$ cat src/logic/lks_pkg.sv
`default_nettype none
package lks_pkg;
  localparam int NUM_SEG     = 24;
  localparam int NUM_COM     = 8;
  localparam int SCAN_PINS   = 8;
  localparam int SCAN_BASE   = 16;
  localparam int SCAN_LEN    = 6;
  localparam int KEY_BLANK   = 2;
  localparam int KEY_END     = 1;
  localparam int KR_PINS     = 8;
  localparam int LCD_DIV_DEF = 6104;
  localparam int ADDR_W      = 12;
  localparam int INT_W       = 2;

  localparam logic [ADDR_W-1:0] ADDR_CTRL      = 12'h000;
  localparam logic [ADDR_W-1:0] ADDR_KEY_MODE  = 12'h004;
  localparam logic [ADDR_W-1:0] ADDR_SCAN_A    = 12'h008;
  localparam logic [ADDR_W-1:0] ADDR_SCAN_B    = 12'h00c;
  localparam logic [ADDR_W-1:0] ADDR_STATUS    = 12'h010;
  localparam logic [ADDR_W-1:0] ADDR_INT_STAT  = 12'h014;
  localparam logic [ADDR_W-1:0] ADDR_INT_MASK  = 12'h018;
  localparam logic [3:0]        DMEM_PAGE      = 4'h1;

  localparam int CTRL_KSE_BIT  = 0;
  localparam int CTRL_MODE_LSB = 1;
  localparam int INT_KEY_BIT   = 0;
  localparam int INT_SCAN_BIT  = 1;

  localparam logic [2:0]       CTRL_RST     = 3'h0;
  localparam logic [7:0]       KEY_MODE_RST = 8'h00;
  localparam logic [7:0]       SCAN_RST     = 8'hff;
  localparam logic [INT_W-1:0] INT_RST      = 2'h0;

  localparam logic [1:0] RESP_OKAY   = 2'h0;
  localparam logic [1:0] RESP_SLVERR = 2'h2;

  typedef enum logic [1:0] {
    MUX_STATIC = 2'b00,
    MUX_FOUR   = 2'b01,
    MUX_EIGHT  = 2'b10
  } lks_mux_t;

  typedef struct packed {
    logic [NUM_COM-1:0] comSel;
    logic               acPhase;
    logic [NUM_SEG-1:0] segPhase;
    logic               scanActive;
  } lks_pins_t;
endpackage : lks_pkg
`default_nettype wire

$ cat src/logic/lks_sync.sv
`timescale 1ns/10ps
`default_nettype none
module lks_sync #(
  parameter int W = 8
) (
  input  wire logic         clk,
  input  wire logic         sys_rst,
  input  wire logic [W-1:0] asyncIn,
  output logic      [W-1:0] syncOut
);
  logic [W-1:0] stage1_ff;
  logic [W-1:0] stage2_ff;

  // Key returns idle high through their pull-ups
  always_ff @(posedge clk or posedge sys_rst)
  begin
    if (sys_rst)
    begin
      stage1_ff <= '1;
      stage2_ff <= '1;
    end
    else
    begin
      stage1_ff <= asyncIn;
      stage2_ff <= stage1_ff;
    end
  end

  assign syncOut = stage2_ff;
endmodule : lks_sync
`default_nettype wire

$ cat src/logic/lks_frame_timer.sv
`timescale 1ns/10ps
`default_nettype none
module lks_frame_timer
#(
  parameter int LCD_DIV  = lks_pkg::LCD_DIV_DEF,
  parameter int SCAN_CNT = lks_pkg::SCAN_LEN
) (
  input  wire logic       clk,
  input  wire logic       sys_rst,
  input  wire logic [3:0] numSlots,
  input  wire logic       scanEn,
  output logic      [2:0] slotIdx,
  output logic            inScan,
  output logic      [2:0] scanIdx,
  output logic            acPhase
);
  import lks_pkg::*;
  localparam int DIV_W = $clog2(LCD_DIV);
  localparam logic [DIV_W-1:0] DIV_LAST  = DIV_W'(LCD_DIV - 1);
  localparam logic [2:0]       SCAN_LAST = 3'(SCAN_CNT - 1);

  logic [DIV_W-1:0] div_ff;
  logic [DIV_W-1:0] nxt_div;
  logic [2:0]       slot_ff;
  logic [2:0]       nxt_slot;
  logic             inScan_ff;
  logic             nxt_inScan;
  logic [2:0]       scanIdx_ff;
  logic [2:0]       nxt_scanIdx;
  logic             ac_ff;
  logic             nxt_ac;
  logic             tick;

  always_comb
  begin
    tick        = (div_ff == DIV_LAST);
    nxt_div     = tick ? '0 : div_ff + 1'b1;
    nxt_slot    = slot_ff;
    nxt_inScan  = inScan_ff;
    nxt_scanIdx = scanIdx_ff;
    nxt_ac      = ac_ff;
    if (tick)
    begin
      if (inScan_ff)
      begin
        if (scanIdx_ff == SCAN_LAST)
        begin
          nxt_inScan = 1'b0;
          nxt_slot   = 3'h0;
          nxt_ac     = ~ac_ff;
        end
        else
          nxt_scanIdx = scanIdx_ff + 3'h1;
      end
      else if (slot_ff >= 3'(numSlots - 4'h1))
      begin
        // Scan period closes each frame so the shared pins alternate roles
        if (scanEn)
        begin
          nxt_inScan  = 1'b1;
          nxt_scanIdx = 3'h0;
        end
        else
        begin
          nxt_slot = 3'h0;
          nxt_ac   = ~ac_ff;
        end
      end
      else
        nxt_slot = slot_ff + 3'h1;
    end
    // A switch to fewer slots must not keep a higher common active until the next tick
    if (!tick && !inScan_ff && {1'b0, slot_ff} >= numSlots)
    begin
      nxt_div  = '0;
      nxt_slot = 3'h0;
    end
  end

  always_ff @(posedge clk or posedge sys_rst)
  begin
    if (sys_rst)
    begin
      div_ff     <= '0;
      slot_ff    <= 3'h0;
      inScan_ff  <= 1'b0;
      scanIdx_ff <= 3'h0;
      ac_ff      <= 1'b0;
    end
    else
    begin
      div_ff     <= nxt_div;
      slot_ff    <= nxt_slot;
      inScan_ff  <= nxt_inScan;
      scanIdx_ff <= nxt_scanIdx;
      ac_ff      <= nxt_ac;
    end
  end

  assign slotIdx = slot_ff;
  assign inScan  = inScan_ff;
  assign scanIdx = scanIdx_ff;
  assign acPhase = ac_ff;
endmodule : lks_frame_timer
`default_nettype wire

$ cat src/logic/lks_lcd_keyscan.sv
// Summary of operation
// - Each display memory byte drives one segment; bit n selects during common n.
// - Four-slot mode uses only the low four bits, one per common 0 to 3.
// - Eight-slot mode uses all eight bits, bit n for common n.
// - A selected segment is driven in opposite phase to its active common.
// - Key returns are ignored for two LCD clocks after the scan flag rises.
// - Key returns are ignored during the last LCD clock of the scan period.
// - An enabled key return pulled low sets the key interrupt flag.
// - Low return while a scan pin is low marks that key pressed.
// - In the scan period shared pins output scan port register bits.
// - Low nibble sets the first half of the scan period, high nibble the second.
// - With scanning on, shared pins alternate display and scan output every frame.
// - Only the eight key returns scan; mode bit n includes return pin n.
// - Commons show no display drive during the scan output period.
// - Key scan output is unavailable in static display mode.
//
// Added by the designer: the address map and the AXI4-Lite register port.
`timescale 1ns/10ps
`default_nettype none
module lks_lcd_keyscan
#(
  parameter int LCD_DIV = lks_pkg::LCD_DIV_DEF
) (
  input  wire logic                       clk,
  input  wire logic                       sys_rst,
  input  wire logic [lks_pkg::ADDR_W-1:0] s_axi_awaddr,
  input  wire logic                       s_axi_awvalid,
  output logic                            s_axi_awready,
  input  wire logic [31:0]                s_axi_wdata,
  input  wire logic [3:0]                 s_axi_wstrb,
  input  wire logic                       s_axi_wvalid,
  output logic                            s_axi_wready,
  output logic      [1:0]                 s_axi_bresp,
  output logic                            s_axi_bvalid,
  input  wire logic                       s_axi_bready,
  input  wire logic [lks_pkg::ADDR_W-1:0] s_axi_araddr,
  input  wire logic                       s_axi_arvalid,
  output logic                            s_axi_arready,
  output logic      [31:0]                s_axi_rdata,
  output logic      [1:0]                 s_axi_rresp,
  output logic                            s_axi_rvalid,
  input  wire logic                       s_axi_rready,
  input  wire logic [lks_pkg::KR_PINS-1:0] keyReturnInput,
  output lks_pkg::lks_pins_t              lcdPins,
  output logic                            scanPeriodFlag,
  output logic                            irq
);
  import lks_pkg::*;
  localparam logic [2:0] BLANK_IDX = 3'(KEY_BLANK);
  localparam logic [2:0] END_IDX   = 3'(SCAN_LEN - 1 - KEY_END);
  localparam logic [2:0] HALF_IDX  = 3'(SCAN_LEN / 2);

  logic [ADDR_W-1:0]  awAddr_ff, nxt_awAddr;
  logic               awHeld_ff, nxt_awHeld;
  logic [7:0]         wByte_ff, nxt_wByte;
  logic               wLane_ff, nxt_wLane;
  logic               wHeld_ff, nxt_wHeld;
  logic               bValid_ff, nxt_bValid;
  logic [1:0]         bResp_ff, nxt_bResp;
  logic               rValid_ff, nxt_rValid;
  logic [31:0]        rData_ff, nxt_rData;
  logic [1:0]         rResp_ff, nxt_rResp;
  logic [2:0]         ctrl_ff, nxt_ctrl;
  logic [7:0]         keyMode_ff, nxt_keyMode;
  logic [7:0]         scanA_ff, nxt_scanA;
  logic [7:0]         scanB_ff, nxt_scanB;
  logic [INT_W-1:0]   intStat_ff, nxt_intStat;
  logic [INT_W-1:0]   intMask_ff, nxt_intMask;
  logic [7:0]         dmem_ff [NUM_SEG];
  logic [7:0]         nxt_dmem [NUM_SEG];
  lks_pins_t          pins_ff, nxt_pins;
  logic               scanDly_ff;
  logic               doWrite;
  logic               wrOk;
  logic [INT_W-1:0]   evt;
  logic [INT_W-1:0]   w1c;
  logic               keyEvt;
  logic               keyWin;
  logic               scanEnEff;
  logic               staticMode;
  lks_mux_t           mode;
  logic [3:0]         numSlots;
  logic [2:0]         slotIdx;
  logic               inScan;
  logic [2:0]         scanIdx;
  logic               acPhase;
  logic [KR_PINS-1:0] krSync;
  logic [7:0]         scanBits;
  logic               segOn;

  lks_sync #(.W(KR_PINS)) u_kr_sync (
    .clk     (clk),
    .sys_rst (sys_rst),
    .asyncIn (keyReturnInput),
    .syncOut (krSync)
  );

  lks_frame_timer #(.LCD_DIV(LCD_DIV), .SCAN_CNT(SCAN_LEN)) u_timer (
    .clk      (clk),
    .sys_rst  (sys_rst),
    .numSlots (numSlots),
    .scanEn   (scanEnEff),
    .slotIdx  (slotIdx),
    .inScan   (inScan),
    .scanIdx  (scanIdx),
    .acPhase  (acPhase)
  );

  assign mode       = lks_mux_t'(ctrl_ff[CTRL_MODE_LSB +: 2]);
  assign staticMode = (mode == MUX_STATIC);
  assign scanEnEff  = ctrl_ff[CTRL_KSE_BIT] && !staticMode;

  always_comb
  begin
    unique case (mode)
      MUX_STATIC: numSlots = 4'h1;
      MUX_FOUR:   numSlots = 4'h4;
      MUX_EIGHT:  numSlots = 4'h8;
      default:    numSlots = 4'h8;
    endcase
  end

  // Blanking covers pull-up settling; the final clock is input end handling
  assign keyWin = inScan && (scanIdx >= BLANK_IDX) && (scanIdx <= END_IDX);
  assign keyEvt = keyWin && |(~krSync & keyMode_ff);
  assign evt    = {inScan && !scanDly_ff, keyEvt};
  assign doWrite = awHeld_ff && wHeld_ff;
  assign wrOk    = doWrite && wLane_ff;
  assign w1c     = (wrOk && awAddr_ff == ADDR_INT_STAT) ? wByte_ff[INT_W-1:0] : '0;

  always_comb
  begin
    nxt_awAddr  = awAddr_ff;
    nxt_awHeld  = awHeld_ff;
    nxt_wByte   = wByte_ff;
    nxt_wLane   = wLane_ff;
    nxt_wHeld   = wHeld_ff;
    nxt_bValid  = bValid_ff && !s_axi_bready;
    nxt_bResp   = bResp_ff;
    nxt_ctrl    = ctrl_ff;
    nxt_keyMode = keyMode_ff;
    nxt_scanA   = scanA_ff;
    nxt_scanB   = scanB_ff;
    nxt_intMask = intMask_ff;
    nxt_dmem    = dmem_ff;
    // A key event landing on a clearing write still survives
    nxt_intStat = (intStat_ff & ~w1c) | evt;
    if (s_axi_awvalid && s_axi_awready)
    begin
      nxt_awAddr = s_axi_awaddr;
      nxt_awHeld = 1'b1;
    end
    if (s_axi_wvalid && s_axi_wready)
    begin
      nxt_wByte = s_axi_wdata[7:0];
      nxt_wLane = s_axi_wstrb[0];
      nxt_wHeld = 1'b1;
    end
    if (doWrite)
    begin
      nxt_awHeld = 1'b0;
      nxt_wHeld  = 1'b0;
      nxt_bValid = 1'b1;
      nxt_bResp  = RESP_OKAY;
      if (awAddr_ff[11:8] == DMEM_PAGE && awAddr_ff[7:2] < 6'(NUM_SEG))
      begin
        if (wLane_ff)
          nxt_dmem[awAddr_ff[6:2]] = wByte_ff;
      end
      else
      begin
        unique case (awAddr_ff)
          ADDR_CTRL:     if (wLane_ff) nxt_ctrl = wByte_ff[2:0];
          ADDR_KEY_MODE: if (wLane_ff) nxt_keyMode = wByte_ff;
          ADDR_SCAN_A:   if (wLane_ff) nxt_scanA = wByte_ff;
          ADDR_SCAN_B:   if (wLane_ff) nxt_scanB = wByte_ff;
          ADDR_INT_MASK: if (wLane_ff) nxt_intMask = wByte_ff[INT_W-1:0];
          ADDR_INT_STAT: nxt_bResp = RESP_OKAY;
          ADDR_STATUS:   nxt_bResp = RESP_OKAY;
          default:       nxt_bResp = RESP_SLVERR;
        endcase
      end
    end
  end

  always_comb
  begin
    nxt_rValid = rValid_ff && !s_axi_rready;
    nxt_rData  = rData_ff;
    nxt_rResp  = rResp_ff;
    if (s_axi_arvalid && s_axi_arready)
    begin
      nxt_rValid = 1'b1;
      nxt_rResp  = RESP_OKAY;
      nxt_rData  = 32'h0;
      if (s_axi_araddr[11:8] == DMEM_PAGE && s_axi_araddr[7:2] < 6'(NUM_SEG))
        nxt_rData[7:0] = dmem_ff[s_axi_araddr[6:2]];
      else
      begin
        unique case (s_axi_araddr)
          ADDR_CTRL:     nxt_rData[2:0] = ctrl_ff;
          ADDR_KEY_MODE: nxt_rData[7:0] = keyMode_ff;
          ADDR_SCAN_A:   nxt_rData[7:0] = scanA_ff;
          ADDR_SCAN_B:   nxt_rData[7:0] = scanB_ff;
          ADDR_STATUS:   nxt_rData[15:0] = {krSync, scanIdx, slotIdx, acPhase, inScan};
          ADDR_INT_STAT: nxt_rData[INT_W-1:0] = intStat_ff;
          ADDR_INT_MASK: nxt_rData[INT_W-1:0] = intMask_ff;
          default:       nxt_rResp = RESP_SLVERR;
        endcase
      end
    end
  end

  // Display drive; scan period hands shared pins to the port latches
  always_comb
  begin
    nxt_pins            = '0;
    nxt_pins.acPhase    = acPhase;
    nxt_pins.scanActive = inScan;
    scanBits            = 8'h0;
    segOn               = 1'b0;
    for (int s = 0; s < NUM_SEG; s++)
    begin
      segOn = staticMode ? dmem_ff[s][0] : dmem_ff[s][slotIdx];
      nxt_pins.segPhase[s] = segOn ? ~acPhase : acPhase;
    end
    if (staticMode)
      nxt_pins.comSel = '1;
    else
      nxt_pins.comSel = NUM_COM'(1) << slotIdx;
    if (inScan)
    begin
      nxt_pins.comSel = '0;
      if (scanIdx < HALF_IDX)
        scanBits = {scanB_ff[3:0], scanA_ff[3:0]};
      else
        scanBits = {scanB_ff[7:4], scanA_ff[7:4]};
      for (int s = 0; s < NUM_SEG; s++)
        nxt_pins.segPhase[s] = acPhase;
      for (int p = 0; p < SCAN_PINS; p++)
        nxt_pins.segPhase[SCAN_BASE + p] = scanBits[p];
    end
  end

  always_ff @(posedge clk or posedge sys_rst)
  begin
    if (sys_rst)
    begin
      awAddr_ff  <= '0;
      awHeld_ff  <= 1'b0;
      wByte_ff   <= 8'h0;
      wLane_ff   <= 1'b0;
      wHeld_ff   <= 1'b0;
      bValid_ff  <= 1'b0;
      bResp_ff   <= RESP_OKAY;
      rValid_ff  <= 1'b0;
      rData_ff   <= 32'h0;
      rResp_ff   <= RESP_OKAY;
      ctrl_ff    <= CTRL_RST;
      keyMode_ff <= KEY_MODE_RST;
      scanA_ff   <= SCAN_RST;
      scanB_ff   <= SCAN_RST;
      intStat_ff <= INT_RST;
      intMask_ff <= INT_RST;
      pins_ff    <= '0;
      scanDly_ff <= 1'b0;
      for (int s = 0; s < NUM_SEG; s++)
        dmem_ff[s] <= 8'h0;
    end
    else
    begin
      awAddr_ff  <= nxt_awAddr;
      awHeld_ff  <= nxt_awHeld;
      wByte_ff   <= nxt_wByte;
      wLane_ff   <= nxt_wLane;
      wHeld_ff   <= nxt_wHeld;
      bValid_ff  <= nxt_bValid;
      bResp_ff   <= nxt_bResp;
      rValid_ff  <= nxt_rValid;
      rData_ff   <= nxt_rData;
      rResp_ff   <= nxt_rResp;
      ctrl_ff    <= nxt_ctrl;
      keyMode_ff <= nxt_keyMode;
      scanA_ff   <= nxt_scanA;
      scanB_ff   <= nxt_scanB;
      intStat_ff <= nxt_intStat;
      intMask_ff <= nxt_intMask;
      pins_ff    <= nxt_pins;
      scanDly_ff <= inScan;
      dmem_ff    <= nxt_dmem;
    end
  end

  assign s_axi_awready  = !awHeld_ff && !bValid_ff;
  assign s_axi_wready   = !wHeld_ff && !bValid_ff;
  assign s_axi_bvalid   = bValid_ff;
  assign s_axi_bresp    = bResp_ff;
  assign s_axi_arready  = !rValid_ff;
  assign s_axi_rvalid   = rValid_ff;
  assign s_axi_rdata    = rData_ff;
  assign s_axi_rresp    = rResp_ff;
  assign lcdPins        = pins_ff;
  assign scanPeriodFlag = inScan;
  assign irq            = |(intStat_ff & intMask_ff);
endmodule : lks_lcd_keyscan
`default_nettype wire

$ cat config.mk
export PLATFORM = sky130hd
export DESIGN_NAME = lks_lcd_keyscan
export DESIGN_NICKNAME = d
export VERILOG_FILES = /design/src/logic/lks_pkg.sv /design/src/logic/lks_sync.sv /design/src/logic/lks_frame_timer.sv /design/src/logic/lks_lcd_keyscan.sv
export SDC_FILE = /design/constraint.sdc
export NUM_CORES = 1
export LEC_CHECK = 0
export BUFFER_PORTS_ARGS = -buffer_cell sky130_fd_sc_hd__buf_2
export CAP_MARGIN = 20
export CORE_MARGIN = 2
export CORE_UTILIZATION = 45
export CTS_BUF_LIST = sky130_fd_sc_hd__clkbuf_4 sky130_fd_sc_hd__clkbuf_8
export DETAILED_ROUTE_END_ITERATION = 10
export GPL_TIMING_DRIVEN = 0
export PLACE_DENSITY = 0.66
export SLEW_MARGIN = 20
export SYNTH_ARGS = -nofsm -noshare
export SYNTH_HDL_FRONTEND = slang
export SYNTH_SLANG_ARGS = --single-unit
$ cat constraint.sdc
create_clock -name clk -period 10.6 [get_ports clk]
set_input_delay 0.53 -clock clk [delete_from_list [all_inputs] [get_ports clk]]
set_output_delay 0.53 -clock clk [all_outputs]
set_load 0.02 [all_outputs]
==> flow_summary.json <==
{
  "slew_headroom_pct": 31.4,
  "post-route-util_pct": 52.9,
  "num_io_pins": 152,
  "p_int_w": 0.00235,
  "clockRootBuffer": "clkbuf_8",
  "ys_warn_count": 0,
  "clk_path_buf_depth": 3,
  "detail-route-antenna-nets": 0,
  "status": "complete, no violations",
  "ys.flop_type": "dfrtp_1",
  "drive_above_1_share_pct": 45.6,
  "reg2regPathDepth": 9,
  "die_x_um": 200,
  "cts.sinks": 337,
  "yosysTopAreaCellShare_pct": 44.3,
  "combPwrFrac_pct": 21.2,
  "power_per_cell_area_mw_per_mm2": 175,
  "fmax_mhz": 303,
  "clkLatencyLatePin_ns": 0.65,
  "viasPerCell": 5.89,
  "async_reset_ff_share_pct": 100,
  "synth_cells": 1277,
  "die_y_um": 200,
  "hold_viol": 0,
  "start_kind": "register",
  "drt_iter0_drc": 1051,
  "grt_pass1_wl_mm": 77.1,
  "antenna_found_initial": 1,
  "cts_tree": "done",
  "grt_use_total_pct": 26.5,
  "worstPathArrival_ns": 3.89,
  "avgSynthCellArea_um2": 13.5,
  "core-area_mm2": 0.0377,
  "tightest_slew_ns": 1.03,
  "num_vias": 11900,
  "irDropWorstVdd_uv": 162,
  "path_class": "reg2reg",
  "min_path_cells": 2,
  "n_antenna_cell": 0,
  "wl_per_cell_um": 25.4,
  "yosysTopAreaCell": "dfrtp_1",
  "rsz0062_at_grt": "false",
  "drc_errors": 0,
  "fp.dieArea_mm2": 0.0399,
  "worstPathRequired_ns": 11.19,
  "initial_core_util_pct": 45.8,
  "r2r_slack_ns": 7.30,
  "maxSlewViolCount": 0,
  "power_w": 0.00349,
  "p_sw_w": 0.00114,
  "p_seq_share_pct": 42.0,
  "numCtsBuffers": 57,
  "post-place-ws_ns": 7.34,
  "std_cell_rows": 71,
  "clockPowerShare_pct": 36.8,
  "placedCellCount": 1912,
  "finalCritPeriodShare_pct": 31.1,
  "dp_hpwl_mm": 36.6,
  "synth.distinct_cells": 74,
  "area_delta_synth_final_pct": 15.5,
  "grt_max_degree": 108,
  "ys_seq_area_share_pct": 49.1,
  "clkTransAtPathRegs_ns": 0.06,
  "p_leak_nw": 9.29,
  "instances_no_fill": 2027,
  "synth_edf_count": 0,
  "grt_pass1_vias": 12000,
  "setup_ws_ns": 7.30,
  "sw_frac_of_total_pct": 32.7,
  "finalSetupViolCount": 0,
  "hold_path_class": "in2reg",
  "gr-total-overflow": 0,
  "cp_max_fo": 10,
  "clock_skew_ns": 0.0197,
  "cap_viol_max_count": 0,
  "netlist_area_mm2": 0.0172,
  "drtPass1Iterations": 5,
  "fin_tns_setup_ns": 0,
  "post-route-min-period_ns": 3.30,
  "finalWirelength_mm": 51.5,
  "routabilityCongestion": 0.929,
  "portBuffers": 104,
  "nNetsFinal": 1556,
  "htreeDepth": 2,
  "crit_path_end_kind": "register",
  "ys_ff_latch": 337,
  "yosys-top-cells-area": "dfrtp_1 44%, mux2_2 16%, mux4_2 13%"
}
-- power groups by stage --
| stage | Clock [W] | Combinational [W] | Sequential [W] |
|---|---|---|---|
| final | 0.00129 | 0.000741 | 0.00146 |
| after global routing | 0.00136 | 0.000783 | 0.00148 |
| after CTS | 0.00130 | 0.000730 | 0.00146 |
| after detailed placement | 0 | 0.000725 | 0.00149 |
| after global placement | 0 | 0.000710 | 0.00148 |
| after floorplan | 0 | 0.000407 | 0.00150 |
-- kinds of logic after synthesis --
| family | Yosys count | share of synthesized area [%] |
|---|---|---|
| fa+ha+maj | 13 | 0.929 |
| compound gates | 122 | 4.99 |
| simple gates | 247 | 7.81 |
| mux | 384 | 31.1 |
| flops | 337 | 49.1 |
| xor+xnor | 36 | 1.83 |
| buf+inv | 137 | 4.24 |
| other cells | 1 | 0.0217 |
-- worst max-delay path: stages, from the launching register on --
cell and delay (ns):
dfrtp_1 0.42, nor2_2 0.34, inv_2 0.20, clkbuf_1 0.42
ha_1 0.45, nand2b_1 0.17, maj3_1 0.35, a211oi_1 0.46
and2b_1 0.25, mux2_2 0.16
-- stage by stage --
step                      hold slack (ns)  instance area, um^2
after global routing               0.0618                19900
final                              0.0623                19900
after CTS                          0.0277                19900
after global placement              0.347                18500
after detailed placement            0.347                18600
after floorplan                     0.345                17300
-- cell usage after synthesis, drive strengths merged (5+ instances only) --
cell / number
dfrtp: 305
nand2: 81
a21oi: 19
mux4: 96
inv: 25
dfstp: 32
ha: 12
nor4: 7
xnor2: 11
mux2i: 40
clkbuf: 46
o31ai: 5
and3: 10
a22o: 11
a31oi: 12
o2bb2ai: 5
xor2: 25
o21ai: 19
mux2: 248
nor2b: 9
nor3: 9
nand3: 13
buf: 65
a311oi: 16
o22ai: 6
nor2: 85
-- registers in the layout, indices dropped and copies added (netlist names), 2 cells and up --
register	flops
awAddr_ff	12
s_axi_rdata	16
scanA_ff	8
wByte_ff	8
u_timer.scanIdx	3
lcdPins	33
intStat_ff	2
ctrl_ff	3
u_timer.slotIdx	3
u_kr_sync.stage1_ff	8
dmem_ff	192
u_kr_sync.syncOut	8
intMask_ff	2
scanB_ff	8
keyMode_ff	8
u_timer.div_ff	13
-- metal layers --
layer  vias up  wire [um]  global-route usage (%)
met2       596      23200                    40.7
met5         -          0                       0
met4         0       2230                    11.8
met3       147       4310                    6.22
met1      6130      21700                    35.9
li1       5065          -                       -
-- cell type report --
class / instances / area (um^2)
timing repair buffer: 116 / 693
clock inverter: 12 / 115
tap: 511 / 639
sequential: 337 / 8470
inverter: 26 / 105
buffer: 111 / 633
clock buffer: 94 / 1160
multi-input combinational: 820 / 8110
fill: 3245 / 17700
-- timing repair --
item	4_1_cts	5_1_grt
endpoints found under the hold margin	31	0
resized for setup	0	0
setup buffers	0	0
hold buffers	9	0
-- cell usage in the layout, fill, tap and decap left out, types with 18 or more instances in the layout --
cell / netlist / layout
buf_2: 19 / 123
o21ai_0: 18 / 18
dfrtp_1: 305 / 305
clkbuf_1: 46 / 46
mux2_2: 248 / 248
buf_4: 33 / 33
inv_1: 23 / 22
nand2_1: 75 / 75
nor2_1: 65 / 65
mux2i_1: 40 / 40
dfstp_2: 32 / 32
conb_1: 1 / 18
xor2_1: 25 / 25
clkbuf_8: 0 / 72
mux4_2: 96 / 96
clkbuf_4: 0 / 22
a21oi_1: 19 / 19
-- worst paths after layout --
path | startpoint | to
worst min-delay path | s_axi_rready | s_axi_rvalid
min in group asynchronous | sys_rst | u_timer.div_ff[6]
worst min register to register | u_kr_sync.stage1_ff[5] | u_kr_sync.syncOut[5]
worst max register to register | ctrl_ff[1] | u_timer.slotIdx[0]
max in group asynchronous | sys_rst | dmem_ff[79]
worst max-delay path | ctrl_ff[1] | u_timer.slotIdx[0]
Power figures use the tool's default switching activity.
